**src/pkg/bsf_pkg.sv**
```systemverilog
/*
  Shared constants for the upper-bank register decode and flag register:
  offsets, flag bit positions, reset values and ALU operation codes.
  Assumes an 8-bit data address and an 8-bit data path.
*/
package bsf_pkg;
  // register offsets in the upper bank
  localparam logic [7:0] OFS_INDIRECT_ACCESS_PORT = 8'h80;
  localparam logic [7:0] OFS_TIMER0_PRESCALE      = 8'h81;
  localparam logic [7:0] OFS_PROGRAM_COUNTER_LOW  = 8'h82;
  localparam logic [7:0] OFS_FLAGS                = 8'h83;
  localparam logic [7:0] OFS_INDIRECT_POINTER     = 8'h84;
  localparam logic [7:0] OFS_PORT_A_DIRECTION     = 8'h85;
  localparam logic [7:0] OFS_PORT_B_DIRECTION     = 8'h86;
  localparam logic [7:0] OFS_PORT_C_DIRECTION     = 8'h87;
  localparam logic [7:0] OFS_PC_HIGH_LATCH        = 8'h8a;
  localparam logic [7:0] OFS_INTERRUPT_CONTROL    = 8'h8b;
  localparam logic [7:0] OFS_PERIPH_IRQ_ENABLE    = 8'h8c;
  localparam logic [7:0] OFS_POWER_RESET_CAUSE    = 8'h8e;
  localparam logic [7:0] OFS_TIMER2_PERIOD        = 8'h92;
  localparam logic [7:0] OFS_SERIAL_SLAVE_ADDR    = 8'h93;
  localparam logic [7:0] OFS_SERIAL_PORT_STATE    = 8'h94;
  localparam logic [7:0] OFS_ANALOG_PIN_CONFIG    = 8'h9f;

  // flag register bit positions
  localparam int BIT_INDIRECT_BANK  = 7;
  localparam int BIT_BANK_HIGH      = 6;
  localparam int BIT_BANK_LOW       = 5;
  localparam int BIT_WDOG_EXPIRY_N  = 4;
  localparam int BIT_SLEEP_ENTRY_N  = 3;
  localparam int BIT_ZERO           = 2;
  localparam int BIT_NIBBLE_CARRY   = 1;
  localparam int BIT_CARRY          = 0;

  // implemented-bit masks
  localparam logic [7:0] MASK_PORT_A_DIRECTION = 8'h3f;
  localparam logic [7:0] MASK_PC_HIGH_LATCH    = 8'h1f;
  localparam logic [7:0] MASK_PERIPH_IRQ       = 8'h4f;
  localparam logic [7:0] MASK_POWER_CAUSE      = 8'h03;
  localparam logic [7:0] MASK_ANALOG_PIN       = 8'h07;

  // reset values
  localparam logic [7:0] RST_ZERO              = 8'h00;
  localparam logic [7:0] RST_ONES              = 8'hff;
  localparam logic [7:0] RST_PORT_A_DIRECTION  = 8'h3f;
  localparam logic [7:0] RST_FLAGS_POWER       = 8'h18;
  localparam logic [7:0] RST_POWER_CAUSE       = 8'h03;

  // ALU operations; every code but BSF_OP_NONE touches the condition flags
  typedef enum logic [2:0] {
    BSF_OP_NONE,
    BSF_OP_LOGIC,
    BSF_OP_ADD,
    BSF_OP_SUB,
    BSF_OP_ROT_RIGHT,
    BSF_OP_ROT_LEFT
  } bsf_alu_op_t;

  // reset kinds delivered by the core
  typedef enum logic [1:0] {
    BSF_RST_NONE,
    BSF_RST_POWER,
    BSF_RST_OTHER
  } bsf_rst_kind_t;
endpackage

```
**src/rtl/bsf_alu.sv**
```systemverilog
/*
  Flag-producing ALU: add, subtract, logic pass-through and rotates.
  Purely combinational; assumes operands are stable for the cycle.
*/
`timescale 1ns/1ps
module bsf_alu (
  // operation
  input  wire bsf_pkg::bsf_alu_op_t op,
  input  wire logic [7:0]           opnd_a,
  input  wire logic [7:0]           opnd_b,
  input  wire logic                 carry_in,
  // result
  output logic       [7:0]          result,
  output logic                      zero,
  output logic                      nibble_carry,
  output logic                      carry
);
  import bsf_pkg::*;

  logic [8:0] sum9;
  logic [4:0] sum5;
  logic [7:0] b_eff;
  logic       c_eff;

  always_comb begin
    // subtract adds the two's complement of b
    b_eff        = (op == BSF_OP_SUB) ? ~opnd_b : opnd_b;
    c_eff        = (op == BSF_OP_SUB);
    sum9         = {1'b0, opnd_a} + {1'b0, b_eff} + {8'h00, c_eff};
    sum5         = {1'b0, opnd_a[3:0]} + {1'b0, b_eff[3:0]} + {4'h0, c_eff};
    result       = opnd_a;
    nibble_carry = 1'b0;
    carry        = 1'b0;
    unique case (op)
      BSF_OP_ADD, BSF_OP_SUB: begin
        result       = sum9[7:0];
        nibble_carry = sum5[4];
        carry        = sum9[8];
      end
      BSF_OP_ROT_RIGHT: begin
        result = {carry_in, opnd_a[7:1]};
        carry  = opnd_a[0];
      end
      BSF_OP_ROT_LEFT: begin
        result = {opnd_a[6:0], carry_in};
        carry  = opnd_a[7];
      end
      BSF_OP_LOGIC, BSF_OP_NONE: begin
        result = opnd_a;
      end
    endcase
    zero = (result == 8'h00);
  end
endmodule

```
**src/rtl/bsf_decode.sv**
```systemverilog
/*
  Data address former: banked direct or indirect pointer, shared-register fold.
  Assumes the core flags indirect accesses through the access-port location.
*/
`timescale 1ns/1ps
module bsf_decode (
  // addressing
  input  wire logic [6:0] reg_field,
  input  wire logic       indirect,
  input  wire logic       bank_select_low,
  input  wire logic [7:0] pointer,
  // decoded
  output logic      [7:0] data_addr,
  output logic      [7:0] upper_addr,
  output logic            upper_hit
);
  // shared registers answer in either bank
  function automatic logic is_shared(input logic [6:0] a);
    is_shared = (a == 7'h00) || (a == 7'h02) || (a == 7'h03) || (a == 7'h04) ||
                (a == 7'h0a) || (a == 7'h0b);
  endfunction

  always_comb begin
    data_addr  = indirect ? pointer : {bank_select_low, reg_field};
    upper_hit  = data_addr[7] || is_shared(data_addr[6:0]);
    upper_addr = {1'b1, data_addr[6:0]};
  end
endmodule

```
**src/rtl/bsf_regs.sv**
```systemverilog
/*
  Upper-bank special register file with the flag register.
  // Function
  // shared registers decode the same in either bank
  // upper counter bits reached only through a 5-bit latch, copied on load
  // unimplemented addresses and bits read zero, writes ignored
  // every reset loads all port direction registers with ones
  // power/brown-out and other resets have separate values
  // flag register accepts any instruction as destination
  // flag-affecting writes leave zero, nibble and carry to the ALU
  // expiry and sleep flags are read-only to instructions
  // software alters flags only with bit, swap or move instructions
  // software keeps reserved bank bits zero; still writable
  // bank select low picks lower or upper 128-byte bank
  // expiry flag set by power-up, kick, sleep; cleared on time-out
  // sleep flag set by power-up or kick; cleared by sleep
  // zero flag tracks whether the ALU result is zero
  // nibble carry is carry out of bit 3 on add and subtract
  // carry is carry out of bit 7 on add and subtract
  // subtract adds two's complement; carries mean no borrow
  // rotates load carry with the bit shifted out
  // software keeps converter bits zero on parts without converter
  // direct address is bank select low prefixed to 7-bit field
  Assumes the core presents one access per enabled cycle, with a write
  strobe and, for flag-affecting instructions, the ALU operation and operands.
  rst_n low always loads the power-reset values; a reset kind comes only as a synchronous request.
*/
`timescale 1ns/1ps
module bsf_regs (
  // clock and reset
  input  wire logic                   clock,
  input  wire logic                   rst_n,
  input  wire logic                   clk_en,
  input  wire bsf_pkg::bsf_rst_kind_t sync_reset,
  // core access
  input  wire logic [6:0]             reg_field,
  input  wire logic                   indirect,
  input  wire logic                   wr_en,
  input  wire logic [7:0]             wr_data,
  // alu request
  input  wire bsf_pkg::bsf_alu_op_t   alu_op,
  input  wire logic [7:0]             alu_a,
  input  wire logic [7:0]             alu_b,
  // special events
  input  wire logic                   watchdog_kick_instr,
  input  wire logic                   sleep_instr,
  input  wire logic                   watchdog_timeout,
  input  wire logic                   pc_load,
  input  wire logic                   power_cause_in_por,
  input  wire logic                   power_cause_in_bor,
  // outputs
  output logic      [7:0]             rd_data,
  output logic                        rd_hit,
  output logic      [7:0]             data_addr,
  output logic      [7:0]             alu_result,
  output logic      [7:0]             flags,
  output logic      [12:0]            program_counter,
  output logic      [7:0]             indirect_pointer,
  output logic      [7:0]             timer0_prescale_options,
  output logic      [7:0]             port_a_direction,
  output logic      [7:0]             port_b_direction,
  output logic      [7:0]             port_c_direction,
  output logic      [7:0]             interrupt_control,
  output logic      [7:0]             peripheral_irq_enable,
  output logic      [7:0]             timer2_period,
  output logic      [7:0]             serial_port_slave_address,
  output logic      [7:0]             serial_port_state,
  output logic      [7:0]             analog_pin_config
);
  import bsf_pkg::*;

  logic [7:0] flags_q;
  logic [7:0] pc_low_q;
  logic [4:0] pc_high_q;
  logic [7:0] program_counter_high_latch_q;
  logic [7:0] pointer_q;
  logic [7:0] option_q;
  logic [7:0] dir_a_q;
  logic [7:0] dir_b_q;
  logic [7:0] dir_c_q;
  logic [7:0] interrupt_control_q;
  logic [7:0] pie_q;
  logic [7:0] power_reset_cause_q;
  logic [7:0] pr2_q;
  logic [7:0] serial_port_slave_address_q;
  logic [7:0] serial_port_state_q;
  logic [7:0] adcon_q;
  logic [7:0] upper_addr;
  logic       upper_hit;
  logic       alu_zero;
  logic       alu_nc;
  logic       alu_c;
  logic       flag_op;
  logic       is_power;
  logic       is_other;

  bsf_decode u_decode (
    .reg_field       (reg_field),
    .indirect        (indirect),
    .bank_select_low (flags_q[BIT_BANK_LOW]),
    .pointer         (pointer_q),
    .data_addr       (data_addr),
    .upper_addr      (upper_addr),
    .upper_hit       (upper_hit)
  );

  bsf_alu u_alu (
    .op           (alu_op),
    .opnd_a       (alu_a),
    .opnd_b       (alu_b),
    .carry_in     (flags_q[BIT_CARRY]),
    .result       (alu_result),
    .zero         (alu_zero),
    .nibble_carry (alu_nc),
    .carry        (alu_c)
  );

  assign flag_op  = (alu_op != BSF_OP_NONE);
  assign is_power = (sync_reset == BSF_RST_POWER);
  assign is_other = (sync_reset == BSF_RST_OTHER);

  function automatic logic hit(input logic [7:0] ofs);
    hit = wr_en && upper_hit && (upper_addr == ofs);
  endfunction

  // flag register
  always_ff @(posedge clock or negedge rst_n) begin
    if (!rst_n) begin
      flags_q <= RST_FLAGS_POWER;
    end else if (clk_en) begin
      if (is_power) begin
        flags_q <= RST_FLAGS_POWER;
      end else if (is_other) begin
        // bank bits clear, condition and power flags unchanged
        flags_q[7:5] <= 3'h0;
      end else begin
        if (hit(OFS_FLAGS)) begin
          flags_q[7:5] <= wr_data[7:5];
          if (!flag_op) begin
            flags_q[2:0] <= wr_data[2:0];
          end
        end
        if (flag_op) begin
          // alu outcome beats the written data
          flags_q[BIT_ZERO] <= alu_zero;
          if (alu_op == BSF_OP_ADD || alu_op == BSF_OP_SUB) begin
            flags_q[BIT_NIBBLE_CARRY] <= alu_nc;
          end
          if (alu_op != BSF_OP_LOGIC) begin
            flags_q[BIT_CARRY] <= alu_c;
          end
        end
        // time-out takes priority over the instruction sets
        if (watchdog_timeout) begin
          flags_q[BIT_WDOG_EXPIRY_N] <= 1'b0;
        end else if (watchdog_kick_instr || sleep_instr) begin
          flags_q[BIT_WDOG_EXPIRY_N] <= 1'b1;
        end
        if (sleep_instr) begin
          flags_q[BIT_SLEEP_ENTRY_N] <= 1'b0;
        end else if (watchdog_kick_instr) begin
          flags_q[BIT_SLEEP_ENTRY_N] <= 1'b1;
        end
      end
    end
  end

  // program counter and its high latch
  always_ff @(posedge clock or negedge rst_n) begin
    if (!rst_n) begin
      pc_low_q  <= RST_ZERO;
      pc_high_q <= 5'h00;
      program_counter_high_latch_q  <= RST_ZERO;
    end else if (clk_en) begin
      if (is_power || is_other) begin
        pc_low_q  <= RST_ZERO;
        pc_high_q <= 5'h00;
        program_counter_high_latch_q  <= RST_ZERO;
      end else begin
        if (hit(OFS_PC_HIGH_LATCH)) begin
          program_counter_high_latch_q <= wr_data & MASK_PC_HIGH_LATCH;
        end
        if (hit(OFS_PROGRAM_COUNTER_LOW) || pc_load) begin
          pc_low_q  <= hit(OFS_PROGRAM_COUNTER_LOW) ? wr_data : pc_low_q;
          pc_high_q <= program_counter_high_latch_q[4:0];
        end
      end
    end
  end

  // port directions: all inputs on any reset
  always_ff @(posedge clock or negedge rst_n) begin
    if (!rst_n) begin
      dir_a_q <= RST_PORT_A_DIRECTION;
      dir_b_q <= RST_ONES;
      dir_c_q <= RST_ONES;
    end else if (clk_en) begin
      if (is_power || is_other) begin
        dir_a_q <= RST_PORT_A_DIRECTION;
        dir_b_q <= RST_ONES;
        dir_c_q <= RST_ONES;
      end else begin
        if (hit(OFS_PORT_A_DIRECTION)) begin
          dir_a_q <= wr_data & MASK_PORT_A_DIRECTION;
        end
        if (hit(OFS_PORT_B_DIRECTION)) begin
          dir_b_q <= wr_data;
        end
        if (hit(OFS_PORT_C_DIRECTION)) begin
          dir_c_q <= wr_data;
        end
      end
    end
  end

  // remaining control registers
  always_ff @(posedge clock or negedge rst_n) begin
    if (!rst_n) begin
      pointer_q <= RST_ZERO;
      option_q  <= RST_ONES;
      interrupt_control_q  <= RST_ZERO;
      pie_q     <= RST_ZERO;
      pr2_q     <= RST_ONES;
      serial_port_slave_address_q  <= RST_ZERO;
      serial_port_state_q <= RST_ZERO;
      adcon_q   <= RST_ZERO;
    end else if (clk_en) begin
      if (is_power || is_other) begin
        // pointer and interrupt flag bit 0 keep their value on other resets
        if (is_power) begin
          pointer_q <= RST_ZERO;
        end
        interrupt_control_q  <= is_power ? RST_ZERO : {7'h00, interrupt_control_q[0]};
        option_q  <= RST_ONES;
        pie_q     <= RST_ZERO;
        pr2_q     <= RST_ONES;
        serial_port_slave_address_q  <= RST_ZERO;
        serial_port_state_q <= RST_ZERO;
        adcon_q   <= RST_ZERO;
      end else begin
        if (hit(OFS_INDIRECT_POINTER)) begin
          pointer_q <= wr_data;
        end
        if (hit(OFS_TIMER0_PRESCALE)) begin
          option_q <= wr_data;
        end
        if (hit(OFS_INTERRUPT_CONTROL)) begin
          interrupt_control_q <= wr_data;
        end
        if (hit(OFS_PERIPH_IRQ_ENABLE)) begin
          pie_q <= wr_data & MASK_PERIPH_IRQ;
        end
        if (hit(OFS_TIMER2_PERIOD)) begin
          pr2_q <= wr_data;
        end
        if (hit(OFS_SERIAL_SLAVE_ADDR)) begin
          serial_port_slave_address_q <= wr_data;
        end
        if (hit(OFS_SERIAL_PORT_STATE)) begin
          // only the two sampling-control bits are writable
          serial_port_state_q <= {wr_data[7:6], serial_port_state_q[5:0]};
        end
        if (hit(OFS_ANALOG_PIN_CONFIG)) begin
          adcon_q <= wr_data & MASK_ANALOG_PIN;
        end
      end
    end
  end

  // reset-cause flags: captured from the supervisor on a synchronous power reset; rst_n loads RST_POWER_CAUSE
  always_ff @(posedge clock or negedge rst_n) begin
    if (!rst_n) begin
      power_reset_cause_q <= RST_POWER_CAUSE;
    end else if (clk_en) begin
      if (is_power) begin
        power_reset_cause_q <= {6'h00, power_cause_in_por, power_cause_in_bor};
      end else if (!is_other && hit(OFS_POWER_RESET_CAUSE)) begin
        power_reset_cause_q <= wr_data & MASK_POWER_CAUSE;
      end
    end
  end

  // read mux: unmapped addresses read zero
  always_comb begin
    rd_data = 8'h00;
    rd_hit  = 1'b0;
    if (upper_hit) begin
      rd_hit = 1'b1;
      unique case (upper_addr)
        OFS_INDIRECT_ACCESS_PORT: rd_data = 8'h00;
        OFS_TIMER0_PRESCALE:      rd_data = option_q;
        OFS_PROGRAM_COUNTER_LOW:  rd_data = pc_low_q;
        OFS_FLAGS:                rd_data = flags_q;
        OFS_INDIRECT_POINTER:     rd_data = pointer_q;
        OFS_PORT_A_DIRECTION:     rd_data = dir_a_q;
        OFS_PORT_B_DIRECTION:     rd_data = dir_b_q;
        OFS_PORT_C_DIRECTION:     rd_data = dir_c_q;
        OFS_PC_HIGH_LATCH:        rd_data = program_counter_high_latch_q;
        OFS_INTERRUPT_CONTROL:    rd_data = interrupt_control_q;
        OFS_PERIPH_IRQ_ENABLE:    rd_data = pie_q;
        OFS_POWER_RESET_CAUSE:    rd_data = power_reset_cause_q;
        OFS_TIMER2_PERIOD:        rd_data = pr2_q;
        OFS_SERIAL_SLAVE_ADDR:    rd_data = serial_port_slave_address_q;
        OFS_SERIAL_PORT_STATE:    rd_data = serial_port_state_q;
        OFS_ANALOG_PIN_CONFIG:    rd_data = adcon_q;
        default: begin
          rd_data = 8'h00;
          rd_hit  = 1'b0;
        end
      endcase
    end
  end

  assign flags                     = flags_q;
  assign program_counter           = {pc_high_q, pc_low_q};
  assign indirect_pointer          = pointer_q;
  assign timer0_prescale_options   = option_q;
  assign port_a_direction          = dir_a_q;
  assign port_b_direction          = dir_b_q;
  assign port_c_direction          = dir_c_q;
  assign interrupt_control         = interrupt_control_q;
  assign peripheral_irq_enable     = pie_q;
  assign timer2_period             = pr2_q;
  assign serial_port_slave_address = serial_port_slave_address_q;
  assign serial_port_state         = serial_port_state_q;
  assign analog_pin_config         = adcon_q;
endmodule

```
**config.mk**
```make
export PLATFORM = sky130hd
export DESIGN_NAME = bsf_regs
export DESIGN_NICKNAME = d
export VERILOG_FILES = /design/src/pkg/bsf_pkg.sv /design/src/rtl/bsf_alu.sv /design/src/rtl/bsf_decode.sv /design/src/rtl/bsf_regs.sv
export SDC_FILE = /design/constraint.sdc
export NUM_CORES = 1
export LEC_CHECK = 0
export BUFFER_PORTS_ARGS = -buffer_cell sky130_fd_sc_hd__clkbuf_2
export CORE_MARGIN = 4
export CORE_UTILIZATION = 25
export DETAILED_ROUTE_END_ITERATION = 12
export SETUP_SLACK_MARGIN = 0.3
export SYNTH_ARGS = -nofsm -noshare
export SYNTH_HDL_FRONTEND = slang
export SYNTH_SLANG_ARGS = --single-unit
```
**constraint.sdc**
```tcl
create_clock -name clock -period 2.9 [get_ports clock]
set_clock_uncertainty 0.1 [all_clocks]
set_input_delay 0.145 -clock clock [delete_from_list [all_inputs] [get_ports clock]]
set_output_delay 0.145 -clock clock [all_outputs]
set_load 0.005 [all_outputs]
```
After elaboration in Yosys (flattened, before gate mapping)
Cells that the tools add are included.
{"block": "classes", "n_eq_ne": 25, "muxes": 55, "n_reduce_logical": 76, "bitwise_logic": 1, "addsub": 4}
{"cell": "2-to-1 mux 8 bit", "n": 34}
{"cell": "one-hot mux 8 bit (15 select lines)", "n": 1}
{"cell": "one-hot mux 8 bit (4 select lines)", "n": 1}
{"cell": "AND reduction 2 bit", "n": 16}
{"cell": "nonzero test 2 bit", "n": 15}
{"cell": "== test 7 x 3 -> 1 bit (second input constant)", "n": 4}
{"cell": "== test 7 x 4 -> 1 bit (second input constant)", "n": 4}
{"cell": "== test 7 x 5 -> 1 bit (second input constant)", "n": 4}
{"cell": "AND reduction 3 bit", "n": 6}
{"cell": "logical AND 1 bit", "n": 17}
{"cell": "OR reduction 16 bit", "n": 1}
{"cell": "2-to-1 mux 3 bit", "n": 5}
{"cell": "2-to-1 mux 5 bit", "n": 3}
{"cell": "nonzero test 3 bit", "n": 5}
{"cell": "== test 7 x 2 -> 1 bit (second input constant)", "n": 2}
{"cell": "logical OR 1 bit", "n": 10}
{"cell": "2-to-1 mux 1 bit", "n": 10}
{"cell": "adder 8 x 8 -> 9 bit", "n": 1}
{"cell": "adder 9 x 1 -> 9 bit", "n": 1}
{"cell": "zero test 8 bit", "n": 1}
{"cell": "NOT 8 bit", "n": 1}
{"cell": "== test 7 x 1 -> 1 bit (second input constant)", "n": 1}
{"cell": "zero test 7 bit", "n": 1}
{"cell": "== test 3 x 2 -> 1 bit (second input constant)", "n": 2}
{"cell": "12 further kinds", "n": 15}
{"block": "word_totals", "regBits": 125}

Longest topological paths before layout
Gate-level depths: netlist of the first run.
{"block": "depth", "word_depth": 15, "mapped_depth": 12}

Hierarchy
Synthesis of the first run repeated with hierarchy kept, for this count alone.
{"block": "unflattened", "hier_cells": 640, "area_unflattened_um2": 6558.8}
{"module": "bsf_regs", "instances": 1, "cells_per_inst": 514, "area_per_inst_um2": 5542.8}
{"module": "bsf_alu", "instances": 1, "cells_per_inst": 101, "area_per_inst_um2": 779.5}
{"module": "bsf_decode", "instances": 1, "cells_per_inst": 25, "area_per_inst_um2": 236.5}

Worst setup path after synthesis of the first run
No wires, ideal clock.
{"block": "synth_timing", "path_type": "input -> register", "from": "in alu_op[0]", "to": "reg flags_q[2], in the netlist flags[2]", "setup_time_ns": 0.099, "setup_slack_ns": -0.693, "arrival_ns": 3.393, "path_stages": 12, "path_cell_list": "clkbuf_1 > buf_1 > nand3_1 > xnor2_1 > ha_1 > and3_1 > a211oi_1 > a211o_1 > nand3_1 > nor4_1 > or4b_1 > a311oi_1"}
{"block": "synth_via", "elab_chain_len": 9, "word_cells_on_any_way": 21, "classes_between": "2 x add/sub; 5 x eq/ne; 7 x mux; 7 x reduce/logical"}
{"item": "from (decl)", "line": "bsf_regs.sv:41", "text": "input wire bsf_pkg::bsf_alu_op_t alu_op,"}
{"item": "== test 3 x 2 -> 1 bit", "line": "bsf_alu.sv:27, bsf_alu.sv:28, bsf_alu.sv:34"}
{"item": "2-to-1 mux 8 bit", "line": "bsf_alu.sv:27", "text": "b_eff = (op == BSF_OP_SUB) ? ~opnd_b : opnd_b;"}
{"item": "adder 8 x 8 -> 9 bit", "line": "bsf_alu.sv:29", "text": "sum9 = {1'b0, opnd_a} + {1'b0, b_eff} + {8'h00, c_eff};"}
{"item": "adder 9 x 1 -> 9 bit", "line": "bsf_alu.sv:29"}
{"item": "one-hot mux 8 bit (4 select lines) (*)", "line": "bsf_alu.sv:34", "text": "unique case (op)"}
{"item": "via alu_result[6]", "line": "bsf_regs.sv:55", "text": "output logic [7:0] alu_result,"}
{"item": "zero test 8 bit (*)", "line": "bsf_alu.sv:52", "text": "zero = (result == 8'h00);"}
{"item": "2-to-1 mux 3 bit (*)", "line": "bsf_regs.sv:143", "text": "if (flag_op) begin"}
{"item": "2-to-1 mux 5 bit (*)", "line": "bsf_regs.sv:133", "text": "end else if (is_other) begin"}
{"item": "2-to-1 mux 8 bit (*)", "line": "bsf_regs.sv:131", "text": "if (is_power) begin"}
{"item": "to (signal assigned)", "line": "bsf_regs.sv:140", "text": "flags_q[2:0] <= wr_data[2:0];"}
{"item": "to (signal, indexed assignment)", "line": "bsf_regs.sv:145", "text": "flags_q[BIT_ZERO] <= alu_zero;"}
{"item": "to (signal, indexed assignment)", "line": "bsf_regs.sv:147", "text": "flags_q[BIT_NIBBLE_CARRY] <= alu_nc;"}
{"item": "to (decl)", "line": "bsf_regs.sv:72", "text": "logic [7:0] flags_q;"}
The timed path passes the listed nets; every way through them passes the cells marked *. The select of a mux whose other input is x is not followed.
A chain may end at the register's enable or synchronous reset.

Worst setup path after layout of the first run
{"block": "layout_timing", "from": "reg pointer_q[2], in the netlist indirect_pointer[2]", "to": "out rd_data[2]"}
{"block": "layout_via", "elab_chain_len": 9, "word_cells_on_any_way": 25, "classes_between": "15 x eq/ne; 3 x mux; 7 x reduce/logical"}
{"item": "from (decl)", "line": "bsf_regs.sv:76", "text": "logic [7:0] pointer_q;"}
{"item": "from (signal assigned)", "line": "bsf_regs.sv:242", "text": "pointer_q <= wr_data;"}
{"item": "2-to-1 mux 8 bit", "line": "bsf_decode.sv:24", "text": "data_addr = indirect ? pointer : {bank_select_low, reg_field};"}
{"item": "== test 7 x 2 -> 1 bit / zero test 7 bit (equally long branches)", "line": "bsf_decode.sv:19, bsf_regs.sv:289"}
{"item": "logical OR 1 bit (4 in a row)", "line": "bsf_decode.sv:19", "text": "is_shared = (a == 7'h00) || (a == 7'h02) || (a == 7'h03) || (a == 7'h04) ||"}
{"item": "logical OR 1 bit", "line": "bsf_decode.sv:20", "text": "(a == 7'h0a) || (a == 7'h0b);"}
{"item": "logical OR 1 bit", "line": "bsf_decode.sv:25", "text": "upper_hit = data_addr[7] || is_shared(data_addr[6:0]);"}
{"item": "2-to-1 mux 8 bit (*)", "line": "bsf_regs.sv:287", "text": "if (upper_hit) begin"}
{"item": "to (decl)", "line": "bsf_regs.sv:52", "text": "output logic [7:0] rd_data,"}
Every way passes the cells marked *; elsewhere a longest branch is shown, timed or not.

==> results.txt, run 1 <==
Outcome -> finished clean
Vias -> 7163
CP Data Required Time -> 2650 ps
Sequential area share after synthesis -> 37.8%
CTS Buf Count -> 9
Initial antenna violation count -> 2
CP max stage delay -> 550 ps
Worst path buffer plus inverter count -> 2
Final setup viols -> 0
Wirelength, routed -> 29000 um
Vias/cell -> 5.51
CP Cell Sequence -> or4b_4 > o21ai_4 > buf_6 > and3_4 > a22o_1 > a221oi_2 > and3_4 > a31oi_4 > clkbuf_2
Die X -> 172 um
Number of synthesized flops with an enable pin -> 0
CTS Buffer Depth -> 2
Post-synth ARST share -> 100%
Row cnt -> 59
Reg clk slew, reported paths -> 70 ps
FF+latch count, synth -> 100
Die Ht -> 172 um
DRT iter0 DRCs -> 775
Area leader, netlist -> dfrtp_1
Vias in the first global route -> 6788
WL/cell -> 22.3 um
Count leader, synth -> nor2_1
First-pass GRT wire length -> 42200 um
Power per cell area -> 506 mW/mm2
WP data arrival -> 2500 ps
Fin crit share -> 94.8%
Slew @ Worst Pin -> 773 ps
Final #Nets -> 1020
Tightest Hold Check Type -> input port to flop
Post-route DRC -> 0
Yosys warns -> 0
Worst path top cell family by delay -> simple AND/OR/NAND/NOR gates
Design area -> 0.00939 mm2
RSZ-0062 raised after global routing -> true
Dominant synthesized flop cell -> dfrtp_1
Crit path kind -> flop to output pin
Clock Tree Root -> clkbuf_16
Sink Count -> 100
Most used cell, CP -> and3_4
Top-area cell type share of the netlist area -> 21.5%
Starting Density -> 25.7%
I/O Buffers -> 164
GP Congestion -> 0.923
P&R area growth vs syn -> 39.1%
Worst-path fanout max -> 5
Total GRT Usage -> 18.6%
Final min period -> 2750 ps
Top post-synthesis cells by count -> nor2_1 (62), a21oi_1 (58), dfrtp_1 (58), nand2_1 (58), dfstp_2 (42)
Critical path's slowest cell -> or4b_4
Worst VDD drop -> 0.236 mV
Hold Violations, Final -> 0
Setup_tns -> 0 ps
CP startpoint kind -> flop
Share of layout cells above drive strength 1 -> 45.0%
Core area -> 0.0263 mm2
Max-slew headroom -> 48.5%
Largest net degree at the start of global routing -> 66
Mapped cell area -> 0.00675 mm2
Synthesized area per cell -> 9.06 um2
TritonCTS clock tree -> done
Initial DRT Pass Iterations -> 6
Max-Cap Viols -> 0
P_leak -> 0.00398 uW
CTS H-tree depth -> 3
Yosys cell types -> 72
Number of top-level pins -> 181
Gr ovfl total -> 0
Hpwl dp -> 21700 um
DIE AREA -> 0.0297 mm2
Worst skew pair latency -> 360 ps
Area contributors post-synth -> dfrtp_1 (22%), dfstp_2 (16%), a21oi_1 (4.3%)
Max-slew violations -> 0
Syn Inst Count -> 745
# fillers -> 2709
Post-DRT Antenna Nets -> 0
Cell area after placement -> 0.00824 mm2
Worst Setup End Kind -> output pin
Max Clock Freq -> 0.364 GHz
[report_power, final]
part           leakage, uW  switching [uW]  internal [uW]
combinational      0.00262             825            708
sequential         0.00123             332           1750
clock             0.000133             563            578
[worst register-to-register path, cell delays in order (launching register included)]
cell and delay (ps):
dfrtp_1 380, or4b_4 550, o21ai_4 120, a31oi_4 140
buf_6 160, a21o_4 230, buf_4 150, or3_1 370
a21o_1 190, a22o_1 170
[metal layers]
| metal | global-route usage [%] | wire, um | vias to the layer above |
|---|---|---|---|
| li1 | - | - | 3246 |
| met1 | 25.1 | 12100 | 3548 |
| met2 | 29.6 | 13700 | 321 |
| met3 | 4.32 | 2410 | 48 |
| met4 | 6.02 | 778 | 0 |
| met5 | 0 | 0 | - |
[registers in the layout (all words and copies together) (netlist names), 8 cells and up]
signal	flops
interrupt_control	8
indirect_pointer	8
pc_low_q	8
port_b_direction	8
port_c_direction	8
serial_port_slave_address	8
timer2_period	8
timer0_prescale_options	8
flags	8
[cell usage in the layout (no fill, tap or decap), drive strengths merged, types with 8 or more instances in the layout]
| master | n |
|---|---|
| nor2b | 8 |
| nand2 | 59 |
| a22oi | 20 |
| nor2 | 64 |
| a222oi | 11 |
| clkbuf | 167 |
| buf | 98 |
| dfstp | 42 |
| o221ai | 14 |
| dfrtp | 58 |
| a21oi | 58 |
| o2bb2ai | 22 |
| ha | 13 |
| conb | 16 |
| xnor2 | 8 |
| and3 | 13 |
| a31oi | 10 |
| o21ai | 30 |
| mux2i | 27 |
| mux2 | 9 |
| a221oi | 9 |
| nand3 | 29 |
| a22o | 17 |
| nand2b | 8 |
| o22ai | 40 |
| inv | 23 |
[final cells by class]
class                      instances  area (um2)  share of cell area [%]
inverter                          24        92.6                   0.986
sequential                       100        2560                    27.2
clock inverter                     7        43.8                   0.466
timing repair buffer             257        1630                    17.4
tap                              335         419                    4.46
multi-input combinational        567        4420                    47.0
clock buffer                       9         225                    2.40
antenna                            2        5.00                  0.0533
[path summary, 6_finish.rpt]
path                            slack, ps  cells after the start                     end            startpoint
worst min register to register        410                      2    interrupt_control[1]  interrupt_control[1]
worst max register to register        230                      9                flags[0]   indirect_pointer[2]
worst max-delay path                  150                      9              rd_data[2]   indirect_pointer[2]
min in group asynchronous             240                      2     indirect_pointer[4]                 rst_n
max in group asynchronous            1760                      3     port_c_direction[4]                 rst_n
worst min-delay path                    7                      3  power_reset_cause_q[0]    power_cause_in_bor
[logic make-up (layout without fill, tap and decap cells)]
kind of cell               count (synthesis)  in the layout  synth area share (%)
AOI/OAI and AO/OA                        269            269                  29.7
xor gates and xnor gates                  11             11                  1.43
adders and majority gates                 14             14                  2.71
buffers and inverters                     93            297                  6.88
DFF                                      100            100                  37.8
muxes                                     36             36                  5.51
other                                      1             18                0.0556
and+or+nand+nor                          221            221                  15.9
[metrics by stage]
step	util, %	setup WS, ps	hold slack, ps	power (uW)	cells
2_1_floorplan	-	88.3	-251	2730	760
3_3_place_gp	31.4	42.3	82.6	3440	1254
3_5_place_dp	31.4	3.06	77.6	3450	1254
4_1_cts	33.7	158	16.4	4660	1282
5_1_grt	35.7	104	52.8	5010	1301
6_report	35.7	152	6.61	4750	1301
[timing repair]
item                       in CTS  in global routing
setup endpoints to repair      31                 68
pin swaps                      11                 52
hold buffers                    1                  0
buffers inserted               10                 16
gates cloned                    1                  1
hold endpoints to repair       16                  0
gates resized for setup        55                 88
Power figures use the tool's default switching activity.
==> run 2, diff against run 1 <==
Settings changed: CELL_PAD_IN_SITES_DETAIL_PLACEMENT from default to 2, CELL_PAD_IN_SITES_GLOBAL_PLACEMENT from default to 2, PLACE_DENSITY_LB_ADDON from default to 0.1.
==> run 2 against run 1 <==
Clock-buffer cell count is the same. Combinational power grew 3%. Final area grew 0.36%. Worst hold slack gained 22 ps. Flip-flop and latch count is the same.
==> results.txt, run 2 (same netlist as run 1, synthesis figures left out) <==
Outcome -> finished clean (unchanged)
Initial DRT Pass Iterations -> 5 (was 6)
Core area -> 0.0263 mm2 (unchanged)
RSZ-0062 raised after global routing -> true (unchanged)
CP startpoint kind -> flop (unchanged)
Number of top-level pins -> 181 (unchanged)
Max-slew violations -> 0 (unchanged)
Final WS setup -> 86.5 ps (was 152 ps)
Worst-path fanout max -> 5 (unchanged)
Commonest non-fill, non-tap cell in the layout -> clkbuf_2 (unchanged)
CP Cell Sequence -> or4b_4 > o21ai_4 > buf_6 > and3_4 > a22o_1 > a221oi_2 > and3_1 > a31oi_2 > buf_2 (was or4b_4 > o21ai_4 > buf_6 > and3_4 > a22o_1 > a221oi_2 > and3_4 > a31oi_4 > clkbuf_2)
Multi-input gate area -> 0.00443 mm2 (was 0.00442 mm2)
Fin crit share -> 97.0% (was 94.8%)
Worst Setup End Kind -> output pin (unchanged)
DIE AREA -> 0.0297 mm2 (unchanged)
Share of layout cells above drive strength 1 -> 46.0% (was 45.0%)
Hold Violations, Final -> 0 (unchanged)
Max-Cap Viols -> 0 (unchanged)
WL/cell -> 26.4 um (was 22.3 um)
Final #Nets -> 1021 (was 1020)
Pre-CTS setup slack -> -211 ps (was 3.06 ps)
Row cnt -> 59 (unchanged)
Vias/cell -> 5.57 (was 5.51)
Post-DRT Antenna Nets -> 0 (unchanged)
Total GRT Usage -> 22.3% (was 18.6%)
# fillers -> 2944 (was 2709)
Worst skew pair latency -> 360 ps (about the same)
Max Clock Freq -> 0.355 GHz (was 0.364 GHz)
Gr ovfl total -> 0 (unchanged)
CP Data Required Time -> 2650 ps (about the same)
Diodes inserted -> 0 (was 2)
Hpwl dp -> 25700 um (was 21700 um)
WP data arrival -> 2570 ps (was 2500 ps)
I/O Buffers -> 164 (unchanged)
P_leak -> 0.00401 uW (was 0.00398 uW)
CTS H-tree depth -> 3 (unchanged)
DRT iter0 DRCs -> 584 (was 775)
Crit path kind -> flop to output pin (unchanged)
Sink Count -> 100 (unchanged)
Final setup viols -> 0 (unchanged)
Largest net degree at the start of global routing -> 66 (unchanged)
P&R area growth vs syn -> 39.6% (was 39.1%)
Reg clk slew, reported paths -> 80 ps (was 70 ps)
Vias in the first global route -> 7778 (was 6788)
CTS Buffer Depth -> 2 (unchanged)
CTS Buf Count -> 9 (unchanged)
Max-slew headroom -> 45.8% (was 48.5%)
Starting Density -> 25.7% (unchanged)
Die Ht -> 172 um (unchanged)
Power per cell area -> 526 mW/mm2 (was 506 mW/mm2)
CP max stage delay -> 550 ps (about the same)
Worst VDD drop -> 0.243 mV (was 0.236 mV)
Slew @ Worst Pin -> 813 ps (was 773 ps)
Final min period -> 2810 ps (was 2750 ps)
Clock Tree Root -> clkbuf_16 (unchanged)
Post-route DRC -> 0 (unchanged)
Post-placement cell count -> 1255 (was 1254)
Critical path's slowest cell -> or4b_4 (unchanged)
Register area -> 0.00256 mm2 (unchanged)
GP Congestion -> 0.860 (was 0.923)
Vias -> 7237 (was 7163)
Commonest non-fill, non-tap cells in the layout -> clkbuf_2 (154), buf_4 (74), nor2_1 (60), dfrtp_1 (55), nand2_1 (51) (was clkbuf_2 (158), buf_4 (74), nor2_1 (61), dfrtp_1 (55), nand2_1 (54))
TritonCTS clock tree -> done (unchanged)
Die X -> 172 um (unchanged)
Wirelength, routed -> 34300 um (was 29000 um)
Initial antenna violation count -> 0 (was 2)
First-pass GRT wire length -> 50300 um (was 42200 um)
Non-Filler Instances -> 1300 (was 1301)
Tightest Hold Check Type -> input port to flop (unchanged)
run 2: cell count changes in the layout (fill, tap and decap cells not counted), sizes merged:
cell / change
diode: -2
clkinvlp: -1
buf: +3
clkbuf: -4
inv: +4
dlygate4sd3: +1
clkinv: -3
nor2b: +1
run 2: worst paths after layout:
check                               startpoint                  end  slack (ps)  cells past startpoint
setup / recovery           indirect_pointer[6]           rd_data[2]          90                      9
hold / removal                     sleep_instr             flags[3]          30                      3
setup reg to reg           indirect_pointer[6]          pc_low_q[0]         190                     10
hold reg to reg            port_c_direction[7]  port_c_direction[7]         430                      2
max in group asynchronous                rst_n     timer2_period[3]        1600                      3
min in group asynchronous                rst_n         pc_high_q[3]         270                      2
run 2: area by class of cell:
class / count / share of cell area [%]
well taps: 335 / 4.45
clock buffers: 9 / 2.39
clock inverters: 7 / 0.730
flip-flops and latches: 100 / 27.1
multi-input cells: 568 / 47.0
repair buffers: 257 / 17.3
inverters: 24 / 0.982
run 2: where the power goes:
group,switching [uW],internal (uW)
logic,853,718
clock network,642,609
registers,386,1750
total,1880,3070
run 2: stage by stage:
stage          cell area [um2]  total power (uW)  utilization, %  setup TNS [ps]  hold slack (ps)
4_1_cts                   8930              4900            34.0               0             9.56
3_5_place_dp              8250              3560            31.4            -632              165
5_1_grt                   9430              5240            35.9               0             32.5
2_1_floorplan             6890              2730               -               0             -251
6_report                  9430              4950            35.9               0             29.0
3_3_place_gp              8250              3490            31.4           -29.9              144
run 2: critical path: cells and delay by family (launching register included):
kind | cells | cell delay [ps]
simple gates | 3 | 940
buf+inv | 2 | 320
compound gates | 4 | 580
flops | 1 | 380
run 2: timing repair:
item | 4_1_cts | 5_1_grt
setup endpoints to repair | 28 | 82
hold buffers | 2 | 0
cloned | 1 | 2
gates resized for setup | 64 | 101
hold endpoints to repair | 30 | 0
buffers inserted | 11 | 13
pin swaps | 15 | 51
run 2: metal layers:
metal  global-route usage [%]  vias to the layer above  wire length [um]
li1                         -                     3238                 -
met1                     30.6                     3758             15500
met2                     37.1                      202             16400
met3                     3.64                       39              1800
met4                     5.06                        0               652
met5                        0                        -                 0
==> run 3, diff against run 2 <==
Settings changed: ABC_AREA from default to 1.
==> run 3 against run 2 <==
Critical path depth up 4. Clock power rose by 5%. Area after synthesis shrank 4.8%. Sequential power shrank 6%. Power down 2.3%. Core utilization is 1.6 points lower. First-iteration DRC count down 29%. Sequential share of layout area rose by 2.4 points. Worst hold slack worse by 11 ps. Critical endpoint is now rd_data[0]. Via count is 1.9% lower. Final cell count up 12%.
==> results.txt, run 3 <==
Outcome -> finished clean (unchanged)
Gr ovfl total -> 0 (unchanged)
Final setup viols -> 0 (unchanged)
Worst setup startpoint -> indirect_pointer[6] (unchanged)
Worst-path fanout max -> 4 (was 5)
CP Cell Sequence -> inv_2 > nand2_2 > o21ai_4 > buf_4 > buf_4 > nand3_4 > nor2_4 > clkbuf_4 > nand2_1 > nand4_1 > nor3_2 > a21oi_2 > clkbuf_2 (was or4b_4 > o21ai_4 > buf_6 > and3_4 > a22o_1 > a221oi_2 > and3_1 > a31oi_2 > buf_2)
Number of top-level pins -> 181 (unchanged)
Post-placement cell count -> 1399 (was 1255)
Crit path kind -> flop to output pin (unchanged)
TritonCTS clock tree -> done (unchanged)
Core area -> 0.0253 mm2 (was 0.0263 mm2)
DRT iter0 DRCs -> 416 (was 584)
Cell area after placement -> 0.00766 mm2 (was 0.00825 mm2)
Register area -> 0.00256 mm2 (about the same)
Post-synth ARST share -> 100% (unchanged)
Commonest non-fill, non-tap cell in the layout -> nand2_1 (was clkbuf_2)
Area contributors post-synth -> dfrtp_1 (23%), nand2_1 (22%), dfstp_2 (17%) (was dfrtp_1 (22%), dfstp_2 (16%), a21oi_1 (4.3%))
CTS Buffer Depth -> 2 (unchanged)
P_leak -> 0.00453 uW (was 0.00401 uW)
CP Data Required Time -> 2650 ps (about the same)
Crit. path cell count -> 13 (was 9)
Syn Inst Count -> 910 (was 745)
Vias -> 7098 (was 7237)
Tot Pwr -> 4840 uW (was 4950 uW)
Top-area cell type share of the netlist area -> 22.6% (was 21.5%)
Area leader, netlist -> dfrtp_1 (unchanged)
Wirelength, routed -> 31300 um (was 34300 um)
Mapped cell area -> 0.00643 mm2 (was 0.00675 mm2)
Largest net degree at the start of global routing -> 74 (was 66)
Top post-synthesis cells by count -> nand2_1 (369), nand3_1 (89), inv_1 (83) (was nor2_1 (62), a21oi_1 (58), dfrtp_1 (58), nand2_1 (58), dfstp_2 (42))
Worst setup endpoint -> rd_data[0] (was rd_data[2])
Vias in the first global route -> 7575 (was 7778)
WP data arrival -> 2340 ps (was 2570 ps)
Setup_tns -> 0 ps (unchanged)
Count leader, synth -> nand2_1 (was nor2_1)
Commonest non-fill, non-tap cells in the layout -> nand2_1 (349), clkbuf_2 (161), nand3_1 (88), inv_1 (75), dfrtp_1 (57) (was clkbuf_2 (154), buf_4 (74), nor2_1 (60), dfrtp_1 (55), nand2_1 (51))
FF+latch count, synth -> 100 (unchanged)
Share of layout cells above drive strength 1 -> 33.3% (was 46.0%)
Reg clk slew, reported paths -> 80 ps (about the same)
CTS H-tree depth -> 3 (unchanged)
DIE AREA -> 0.0283 mm2 (was 0.0297 mm2)
Initial antenna violation count -> 0 (unchanged)
R2r setup slk -> 460 ps (was 190 ps)
# fillers -> 3039 (was 2944)
Clock Tree Root -> clkbuf_16 (unchanged)
Yosys warns -> 0 (unchanged)
Multi-input gate area -> 0.00370 mm2 (was 0.00443 mm2)
Reg-to-Reg End -> port_a_direction[1] (was pc_low_q[0])
Critical path's slowest cell -> dfrtp_1 (was or4b_4)
Max Clock Freq -> 0.386 GHz (was 0.355 GHz)
Power per cell area -> 559 mW/mm2 (was 526 mW/mm2)
Vias/cell -> 4.89 (was 5.57)
R2R depth -> 15 (was 10)
Yosys cell types -> 46 (was 72)
Most used cell, CP -> buf_4
WL/cell -> 21.6 um (was 26.4 um)
Initial DRT Pass Iterations -> 5 (unchanged)
Sequential area share after synthesis -> 39.8% (was 37.8%)
Max-slew headroom -> 55.1% (was 45.8%)
Slew @ Worst Pin -> 673 ps (was 813 ps)
Non-Filler Instances -> 1451 (was 1300)
First-pass GRT wire length -> 46800 um (was 50300 um)
Post-DRT Antenna Nets -> 0 (unchanged)
P&R area growth vs syn -> 34.7% (was 39.6%)
I/O Buffers -> 164 (unchanged)
Tightest Hold Check Type -> input port to flop (unchanged)
GP Congestion -> 0.877 (was 0.860)
Final #Nets -> 1177 (was 1021)
Total GRT Usage -> 21.6% (was 22.3%)
Synthesized area per cell -> 7.06 um2 (was 9.06 um2)
Sink Count -> 100 (unchanged)
Die X -> 168 um (was 172 um)
Worst VDD drop -> 0.262 mV (was 0.243 mV)
Worst path buffer plus inverter count -> 5 (was 2)
CTS Buf Count -> 9 (unchanged)
Post-route DRC -> 0 (unchanged)
Number of synthesized flops with an enable pin -> 0 (unchanged)
Max-Cap Viols -> 0 (unchanged)
Starting Density -> 25.4% (was 25.7%)
FF-to-FF Start -> indirect_pointer[4] (was indirect_pointer[6])
RSZ-0062 raised after global routing -> true (unchanged)
Worst path top cell family by delay -> simple AND/OR/NAND/NOR gates (unchanged)
Post-layout util -> 34.3% (was 35.9%)
Final min period -> 2590 ps (was 2810 ps)
Fin crit share -> 89.3% (was 97.0%)
Die Ht -> 168 um (was 172 um)
CP max stage delay -> 380 ps (was 550 ps)
Worst skew pair latency -> 360 ps (about the same)
CP startpoint kind -> flop (unchanged)
Dominant synthesized flop cell -> dfrtp_1 (unchanged)
Diodes inserted -> 0 (unchanged)
Max-slew violations -> 0 (unchanged)
Hpwl dp -> 24500 um (was 25700 um)
Hold Violations, Final -> 0 (unchanged)
Design area -> 0.00865 mm2 (was 0.00943 mm2)
Row cnt -> 58 (was 59)
Worst Setup End Kind -> output pin (unchanged)
run 3: changes by cell type in the layout (fill, tap and decap cells not counted), sizes merged, moves of 27 or more:
| cell | before | now |
|---|---|---|
| buf | 101 | 53 |
| mux2i | 27 | 0 |
| nand3 | 29 | 90 |
| o22ai | 40 | 5 |
| a21oi | 58 | 18 |
| o21ai | 30 | 67 |
| nand2 | 59 | 380 |
| inv | 27 | 88 |
run 3: through the flow:
step                hold slack [ps]  setup slack, ps
floorplan                      -251              522
global placement                125              163
detailed placement              127              185
CTS                           0.147              305
global route                   9.34              227
finish                         18.2              311
run 3: what timing repair did:
item | CTS | global route
gates resized for setup | 61 | 45
endpoints found under the setup margin | 14 | 41
pin swaps | 10 | 17
buffers inserted | 17 | 14
endpoints found under the hold margin | 7 | 0
gates cloned | 1 | 1
hold buffers | 3 | 0
run 3: report_power, final:
| group | internal [uW] | leakage, uW | switching (uW) |
|---|---|---|---|
| Combinational | 587 | 0.00318 | 934 |
| Clock | 658 | 0.000150 | 648 |
| Sequential | 1720 | 0.00120 | 292 |
run 3: kinds of logic (layout without fill, tap and decap cells):
family / after synthesis / in the layout / share of synthesized area (%)
simple gates: 553 / 554 / 36.9
other cells: 1 / 16 / 0.0584
compound gates: 107 / 107 / 10.5
xor+xnor: 7 / 7 / 0.954
buf+inv: 128 / 323 / 8.94
fa+ha+maj: 14 / 14 / 2.84
flops: 100 / 100 / 39.8
run 3: tightest hold or removal path, delay by kind of cell:
| family | cells | cell delay, ps |
|---|---|---|
| AO/OA/AOI/OAI | 1 | 70 |
| AND/OR/NAND/NOR | 3 | 170 |
| buffers and inverters | 1 | 90 |
run 3: how the worst min path moves through the flow:
stage | startpoint | end | slack, ps | cells past startpoint
floorplan | rst_n | analog_pin_config[0] | -250 | 0
global placement | rst_n | flags[5] | 130 | 1
detailed placement | rst_n | flags[5] | 130 | 1
CTS | power_cause_in_por | power_reset_cause_q[1] | 0.1 | 5
global route | wr_data[5] | flags[5] | 9 | 3
finish | power_cause_in_por | power_reset_cause_q[1] | 20 | 5
run 3: final cells by class:
class,count,share of cell area [%]
clock buffer,11,2.94
clock inverter,5,0.622
inverter,88,3.95
multi-input combinational,698,42.8
sequential,100,29.5
tap,330,4.77
timing repair buffer,219,15.4
run 3: per-layer routing:
layer / track usage (%) / part of all wire [%]
met5: 0 / 0
met1: 28.6 / 45
met4: 5.72 / 1.9
met3: 2.44 / 3.5
met2: 37.5 / 50
